**src/rtl/ppcs_defs.vh**
```
// Register map, field layout and timing constants of the port control and status bank
// Functional notes
// - Discovery-limit-disable bit stops the 19 to 29.5 kohm discovery fault window.
// - DC-disconnect-disable bit turns off DC disconnect detection for AC disconnect.
// - Function code 0000 powers down and resets the port; it is the reset value.
// - Codes 0001, 0010, 0011 start discovery one, discovery two, voltage sample.
// - Codes 0100, 0101, 0110 start legacy detection, classification, power ramp-up.
// - Code 0111 starts continuous sampling.
// - Code 1000 ramps power down; 1001 AC low drive; 1010 AC high drive.
// - Code 1011 takes a current sample; 1100 a die temperature sample.
// - Port disable bit set to 1 disables the port; reset value 0 is normal.
// - Conversion start self-clears after starting; abort bit aborts a running conversion.
// - Function done sets on completion under codes other than 0000 and clears on a new function write with no completion in that cycle.
// - Fault cause 000 none, 001 voltage range fault, 010 thermal shutdown fault.
// - Fault cause 011 when overload current lasts longer than 50 ms.
// - Fault cause 100 on load disconnect; codes 101 to 111 never produced.
`ifndef PPCS_DEFS_VH
`define PPCS_DEFS_VH

`define PPCS_ADDR_W 4
`define PPCS_OFS_FUNC 4'h2
`define PPCS_OFS_ENCONV 4'h3
`define PPCS_OFS_STATUS 4'h4
`define PPCS_OFS_IRQ_STAT 4'h8
`define PPCS_OFS_IRQ_EN 4'h9
`define PPCS_OFS_IRQ_CLR 4'hA

`define PPCS_FUNC_LSB 0
`define PPCS_FUNC_MSB 3
`define PPCS_DCDIS_BIT 4
`define PPCS_DISCLIM_BIT 5
`define PPCS_ABORT_BIT 2
`define PPCS_START_BIT 3
`define PPCS_PORTDIS_BIT 4
`define PPCS_FAULT_LSB 0
`define PPCS_FAULT_MSB 2
`define PPCS_CLASS_LSB 3
`define PPCS_CLASS_MSB 5
`define PPCS_DONE_BIT 6
`define PPCS_DISCFAIL_BIT 7

`define PPCS_FN_DISABLE 4'h0
`define PPCS_FN_DISC1 4'h1
`define PPCS_FN_DISC2 4'h2
`define PPCS_FN_VSAMPLE 4'h3
`define PPCS_FN_LEGACY 4'h4
`define PPCS_FN_CLASSIFY 4'h5
`define PPCS_FN_RAMPUP 4'h6
`define PPCS_FN_CSAMPLE 4'h7
`define PPCS_FN_RAMPDN 4'h8
`define PPCS_FN_ACLOW 4'h9
`define PPCS_FN_ACHIGH 4'hA
`define PPCS_FN_ISAMPLE 4'hB
`define PPCS_FN_TSAMPLE 4'hC

`define PPCS_FLT_NONE 3'h0
`define PPCS_FLT_VRANGE 3'h1
`define PPCS_FLT_THERMAL 3'h2
`define PPCS_FLT_OVERLOAD 3'h3
`define PPCS_FLT_DISCONNECT 3'h4
`define PPCS_CLASS_MAX 3'h4

`define PPCS_IRQ_DONE 0
`define PPCS_IRQ_FAULT 1
`define PPCS_IRQ_DISCFAIL 2
`define PPCS_IRQ_W 3

`define PPCS_CLK_HZ 10000000
`define PPCS_OVERLOAD_MS 50

`endif

```
**src/rtl/ppcs_port_regs.v**
```verilog
// Per-port function control, conversion control and result status register bank
`timescale 1ns/100ps
`include "ppcs_defs.vh"
module ppcs_port_regs #(
  parameter OVERLOAD_CYC = (`PPCS_CLK_HZ / 1000) * `PPCS_OVERLOAD_MS
) (
  input wire clk,
  input wire rst_n,
  input wire [3:0] addr,
  input wire [7:0] wdata,
  input wire wr_en,
  input wire rd_en,
  output reg [7:0] rdata,
  output wire irq,
  output wire [12:0] func_sel,
  output wire func_new,
  output wire disc_limit_en,
  output wire dc_disc_en,
  output wire port_disable,
  output wire conv_start,
  output wire conv_abort,
  input wire func_done,
  input wire disc_fail,
  input wire [2:0] port_class,
  input wire vrange_fault,
  input wire thermal_fault,
  input wire overload_raw,
  input wire load_disconnect
);
  localparam CNT_W = 24;
  localparam [CNT_W-1:0] OVL_LIMIT = OVERLOAD_CYC;

  reg [3:0] func_reg;
  reg disc_lim_dis_reg;
  reg dc_dis_reg;
  reg port_dis_reg;
  reg start_reg;
  reg abort_reg;
  reg done_reg;
  reg discfail_reg;
  reg [2:0] class_reg;
  reg [2:0] fault_reg;
  reg [2:0] fault_next;
  reg [CNT_W-1:0] ovl_cnt_reg;
  reg ovl_long_reg;
  reg [`PPCS_IRQ_W-1:0] irq_stat_reg;
  reg [`PPCS_IRQ_W-1:0] irq_en_reg;
  reg [`PPCS_IRQ_W-1:0] irq_set;
  reg done_d_reg;
  reg fault_d_reg;
  reg discfail_d_reg;

  // Status inputs come from outside this clock domain, so each passes two flops
  reg [9:0] sync1_reg;
  reg [9:0] sync2_reg;
  wire [9:0] async_in;
  assign async_in = {load_disconnect, overload_raw, thermal_fault, vrange_fault,
                     port_class, disc_fail, func_done, 1'b0};

  always @(posedge clk or negedge rst_n) begin
    if (!rst_n) begin
      sync1_reg <= 10'h000;
      sync2_reg <= 10'h000;
    end else begin
      sync1_reg <= async_in;
      sync2_reg <= sync1_reg;
    end
  end

  wire s_done = sync2_reg[1];
  wire s_discfail = sync2_reg[2];
  wire [2:0] s_class = sync2_reg[5:3];
  wire s_vrange = sync2_reg[6];
  wire s_thermal = sync2_reg[7];
  wire s_overload = sync2_reg[8];
  wire s_disconnect = sync2_reg[9];

  wire wr_func = wr_en && (addr == `PPCS_OFS_FUNC);
  wire wr_enconv = wr_en && (addr == `PPCS_OFS_ENCONV);

  // Function field and port configuration bits
  always @(posedge clk or negedge rst_n) begin
    if (!rst_n) begin
      func_reg <= `PPCS_FN_DISABLE;
      disc_lim_dis_reg <= 1'b0;
      dc_dis_reg <= 1'b0;
      port_dis_reg <= 1'b0;
    end else begin
      if (wr_func) begin
        func_reg <= wdata[`PPCS_FUNC_MSB:`PPCS_FUNC_LSB];
        disc_lim_dis_reg <= wdata[`PPCS_DISCLIM_BIT];
        dc_dis_reg <= wdata[`PPCS_DCDIS_BIT];
      end
      if (wr_enconv)
        port_dis_reg <= wdata[`PPCS_PORTDIS_BIT];
    end
  end

  // One-hot decode of the active function; spare codes select nothing
  genvar g;
  generate
    for (g = 0; g < 13; g = g + 1) begin : g_fn
      assign func_sel[g] = (func_reg == g) && !port_dis_reg;
    end
  endgenerate
  assign func_new = wr_func;
  assign disc_limit_en = !disc_lim_dis_reg;
  assign dc_disc_en = !dc_dis_reg;
  assign port_disable = port_dis_reg;

  // Start is a one-cycle pulse that clears itself; abort is a held level
  always @(posedge clk or negedge rst_n) begin
    if (!rst_n) begin
      start_reg <= 1'b0;
      abort_reg <= 1'b0;
    end else begin
      start_reg <= wr_enconv && wdata[`PPCS_START_BIT];
      if (wr_enconv)
        abort_reg <= wdata[`PPCS_ABORT_BIT];
    end
  end
  assign conv_start = start_reg;
  assign conv_abort = abort_reg;

  // Overload must persist beyond the limit before it is reported
  always @(posedge clk or negedge rst_n) begin
    if (!rst_n) begin
      ovl_cnt_reg <= {CNT_W{1'b0}};
      ovl_long_reg <= 1'b0;
    end else if (!s_overload) begin
      ovl_cnt_reg <= {CNT_W{1'b0}};
      ovl_long_reg <= 1'b0;
    end else if (ovl_cnt_reg < OVL_LIMIT) begin
      ovl_cnt_reg <= ovl_cnt_reg + {{(CNT_W-1){1'b0}}, 1'b1};
    end else begin
      ovl_long_reg <= 1'b1;
    end
  end

  // Priority among simultaneous faults: thermal, voltage, overload, disconnect
  always @* begin
    fault_next = `PPCS_FLT_NONE;
    if (s_thermal)
      fault_next = `PPCS_FLT_THERMAL;
    else if (s_vrange)
      fault_next = `PPCS_FLT_VRANGE;
    else if (ovl_long_reg)
      fault_next = `PPCS_FLT_OVERLOAD;
    else if (s_disconnect)
      fault_next = `PPCS_FLT_DISCONNECT;
  end

  // Done sticks until a new function write; a completion in that cycle wins
  always @(posedge clk or negedge rst_n) begin
    if (!rst_n) begin
      done_reg <= 1'b0;
      discfail_reg <= 1'b0;
      class_reg <= 3'h0;
      fault_reg <= `PPCS_FLT_NONE;
    end else begin
      if (s_done && func_reg != `PPCS_FN_DISABLE)
        done_reg <= 1'b1;
      else if (wr_func)
        done_reg <= 1'b0;
      discfail_reg <= s_discfail;
      class_reg <= (s_class > `PPCS_CLASS_MAX) ? `PPCS_CLASS_MAX : s_class;
      fault_reg <= fault_next;
    end
  end

  // Rising edges of done, fault and discovery failure feed the sticky status
  always @* begin
    irq_set = {`PPCS_IRQ_W{1'b0}};
    irq_set[`PPCS_IRQ_DONE] = done_reg && !done_d_reg;
    irq_set[`PPCS_IRQ_FAULT] = (fault_reg != `PPCS_FLT_NONE) && !fault_d_reg;
    irq_set[`PPCS_IRQ_DISCFAIL] = discfail_reg && !discfail_d_reg;
  end

  wire [`PPCS_IRQ_W-1:0] irq_clr = (wr_en && addr == `PPCS_OFS_IRQ_CLR) ?
                                   wdata[`PPCS_IRQ_W-1:0] : {`PPCS_IRQ_W{1'b0}};

  always @(posedge clk or negedge rst_n) begin
    if (!rst_n) begin
      done_d_reg <= 1'b0;
      fault_d_reg <= 1'b0;
      discfail_d_reg <= 1'b0;
      irq_stat_reg <= {`PPCS_IRQ_W{1'b0}};
      irq_en_reg <= {`PPCS_IRQ_W{1'b0}};
    end else begin
      done_d_reg <= done_reg;
      fault_d_reg <= (fault_reg != `PPCS_FLT_NONE);
      discfail_d_reg <= discfail_reg;
      // Set beats clear so a coincident event is never lost
      irq_stat_reg <= (irq_stat_reg & ~irq_clr) | irq_set;
      if (wr_en && addr == `PPCS_OFS_IRQ_EN)
        irq_en_reg <= wdata[`PPCS_IRQ_W-1:0];
    end
  end
  assign irq = |(irq_stat_reg & irq_en_reg);

  // Read data one cycle after the strobe; unmapped and write-only offsets read zero
  always @(posedge clk or negedge rst_n) begin
    if (!rst_n) begin
      rdata <= 8'h00;
    end else if (rd_en) begin
      case (addr)
        `PPCS_OFS_FUNC:
          rdata <= {2'b00, disc_lim_dis_reg, dc_dis_reg, func_reg};
        `PPCS_OFS_ENCONV:
          rdata <= {3'b000, port_dis_reg, 1'b0, abort_reg, 2'b00};
        `PPCS_OFS_STATUS:
          rdata <= {discfail_reg, done_reg, class_reg, fault_reg};
        `PPCS_OFS_IRQ_STAT:
          rdata <= {5'b00000, irq_stat_reg};
        `PPCS_OFS_IRQ_EN:
          rdata <= {5'b00000, irq_en_reg};
        default:
          rdata <= 8'h00;
      endcase
    end else begin
      rdata <= 8'h00;
    end
  end
endmodule

```
**config.mk**
```make
export PLATFORM = sky130hd
export DESIGN_NAME = ppcs_port_regs
export DESIGN_NICKNAME = d
export VERILOG_FILES = /design/src/rtl/ppcs_port_regs.v
export VERILOG_INCLUDE_DIRS = /design/src /design/src/rtl
export SDC_FILE = /design/constraint.sdc
export NUM_CORES = 1
export LEC_CHECK = 0
export BUFFER_PORTS_ARGS = -buffer_cell sky130_fd_sc_hd__buf_2
export CORE_ASPECT_RATIO = 0.8
export CORE_UTILIZATION = 44
export DETAILED_ROUTE_END_ITERATION = 10
export SKIP_LAST_GASP = 1
export SYNTH_ARGS = -nofsm -noshare
export SYNTH_HDL_FRONTEND = slang
export SYNTH_SLANG_ARGS = --single-unit
```
**constraint.sdc**
```tcl
create_clock -name clk -period 2.8 [get_ports clk]
set_input_delay 0.14 -clock clk [delete_from_list [all_inputs] [get_ports clk]]
set_output_delay 0.14 -clock clk [all_outputs]
set_load 0.1 [all_outputs]
```
==> reports/qor.txt <==
Syn_nets: 316
Failing checks: design-rule violations
CP startpoint kind: register
Setup ws final: 483 ps
Post-synth EDFFs: 0
Utilization after layout: 55.9%
Final Cycle Share: 82.7%
Buffers on Ports: 50
Initial Utilization: 46.3%
Total Wirelength: 6620 um
Fin Setup TNS: 0 ps
Ys Warns: 0
DRC viols: 1
Largest net degree at the start of global routing: 78
Iter 0 DRT Violations: 143
Vias in the first global route: 2245
Global route overflow: 0
Drt wl/cell: 15.0 um
Global-route wire length before repair: 11200 um
Synth area leader: dfrtp_1
Seq/Total Area, Yosys: 59.5%
Tightest Pin Transition: 943 ps
Flip-flop and latch count after synthesis: 77
Final worst path period need: 2320 ps
Fill cells: 603
Final ANT Viol Nets: 0
Final GP Congestion: 0.760
H-tree depth: 3
Hold-fix buffers, CTS: 11
Area Growth Syn to Fin: 20.8%
Synthesized cell area: 0.00324 mm^2
Mean post-synth cell area: 11.2 um^2
Slew headroom: 37.1%
GRT Overall Usage: 18.6%
Antenna violations before repair: 0
Pre-antenna DRT Iters: 10
Status: finished with violations
F_max: 0.432 GHz
PwrDens: 665 mW/mm^2
Crit path capture type: register
CTS root buffer: clkbuf_8
Setup bufs post-CTS: 0
Layout cell share with drive strength beyond 1: 25.9%
Synth top area cells: dfrtp_1 60%, mux2_2 4.2%, or4_1 3.0%, nand2_1 2.6%, o31ai_1 2.6%
Clk buf depth: 2
Clock slew at reported path FFs: 90 ps
Top-count cell post-synth: dfrtp_1
Hold WC Path Type: input pin to register
Fin cells: 442
Main synth FF type: dfrtp_1
DP HPWL: 4480 um
Unique masters post-synth: 37
RSZ-0062 raised after global routing: no
Critical path fanouts, max: 18
Clock Sinks: 77
WHS: 30.7 ps
Cells after DPL: 415
CP Data Required Time: 3050 ps
Vias: 2422
Syn Inst Count: 290
Row Count: 27
IO Count: 53
Max reg flops: 24
N_diodes: 0
Fin. Hold Viols: 0
Peak VDD IR: 0.317 mV
Asr flop ratio synth: 100%
Post-cts resize count: 0
Synth cell count leaders: 77 x dfrtp_1, 22 x nand2_1, 16 x nor2_1
Leak: 0.00178 uW
Layout Nets: 376
Die Y: 78.7 um
Worst-skew pair later-pin latency: 330 ps
Worst path cell trace: or4_4, or2_0, or4_1, a21oi_1
Pre-CTS setup slack: 537 ps
Crit path DAT: 2570 ps
WS Path Type: register to register
Total CTS buffers: 9
Max-cap viol count: 0
Die area: 0.00771 mm^2
Slew Limit Fails: 0
CP max stage delay: 590 ps
Final setup violation count: 0
Core ar.: 0.00699 mm^2
Crit-path slowest cell: or4_1
Clock skew: 8.06 ps
Detail-routed via count per cell: 5.48
Synth top area share: 59.5%
CTS tree: yes
Die width: 97.9 um
worst paths after layout:
| check | startpoint | to | slack (ps) | cells after the start |
|---|---|---|---|---|
| max in group asynchronous | rst_n | ovl_cnt_reg[13] | 1700 | 2 |
| min in group asynchronous | rst_n | sync2_reg[1] | 480 | 2 |
| worst max register to register | ovl_cnt_reg[20] | ovl_cnt_reg[7] | 480 | 4 |
| worst min register to register | sync1_reg[6] | sync2_reg[6] | 350 | 0 |
| worst max-delay path | ovl_cnt_reg[20] | ovl_cnt_reg[7] | 480 | 4 |
| worst min-delay path | wdata[5] | disc_lim_dis_reg | 30 | 2 |
power breakdown:
group | switching, uW | internal (uW)
registers | 92.9 | 1180
logic | 403 | 125
clock network | 454 | 347
logic make-up (layout without fill, tap and decap cells):
logic type / count (synthesis) / after routing / synth area share (%)
AND/OR/NAND/NOR: 117 / 117 / 20.3
buffers and inverters: 29 / 94 / 3.40
flip-flops: 77 / 77 / 59.5
adder cells (fa/ha/maj): 1 / 1 / 0.386
multiplexers: 17 / 17 / 5.72
AO/OA/AOI/OAI: 49 / 49 / 10.7
layout make-up:
type	instances	area (um^2)	share of cell area [%]
clock buffers	9	124	3.17
repair buffers	64	385	9.86
flip-flops and latches	77	1930	49.3
inverters	14	52.6	1.34
multi-input cells	184	1250	31.9
clock inverters	7	65.1	1.66
well taps	87	109	2.78
critical path: cells and delay by family, from the launching register on:
kind	cells	cell delay (ps)
AO/OA/AOI/OAI	1	170
flip-flops	1	390
AND/OR/NAND/NOR	3	1660
stage by stage:
stage,instance area (um^2),total power [uW]
3_5_place_dp,3610,1810
3_3_place_gp,3610,1810
2_1_floorplan,3280,1690
6_report,3910,2600
5_1_grt,3910,2720
4_1_cts,3910,2640
placed cells by master (no fill, tap or decap), types with 5 or more instances in the layout:
cell,instances
a21oi_1,12
a22o_1,7
and2_1,6
buf_2,49
clkbuf_8,9
dfrtp_1,77
dlygate4sd3_1,11
inv_1,14
mux2_2,12
mux2i_1,5
nand2_1,22
nand2b_1,8
nand3_1,10
nor2_1,16
nor2b_1,5
nor3_1,5
nor4_1,7
o21ai_0,5
o31ai_1,11
or4_1,13
layer usage:
layer	track usage (%)	routed length (um)	up-vias
li1	-	-	1176
met1	29.1	3420	1177
met2	25.1	2830	67
met3	4.93	349	2
met4	5.00	23	0
met5	0	0	-
No activity file was read; power rests on OpenSTA's default activity.
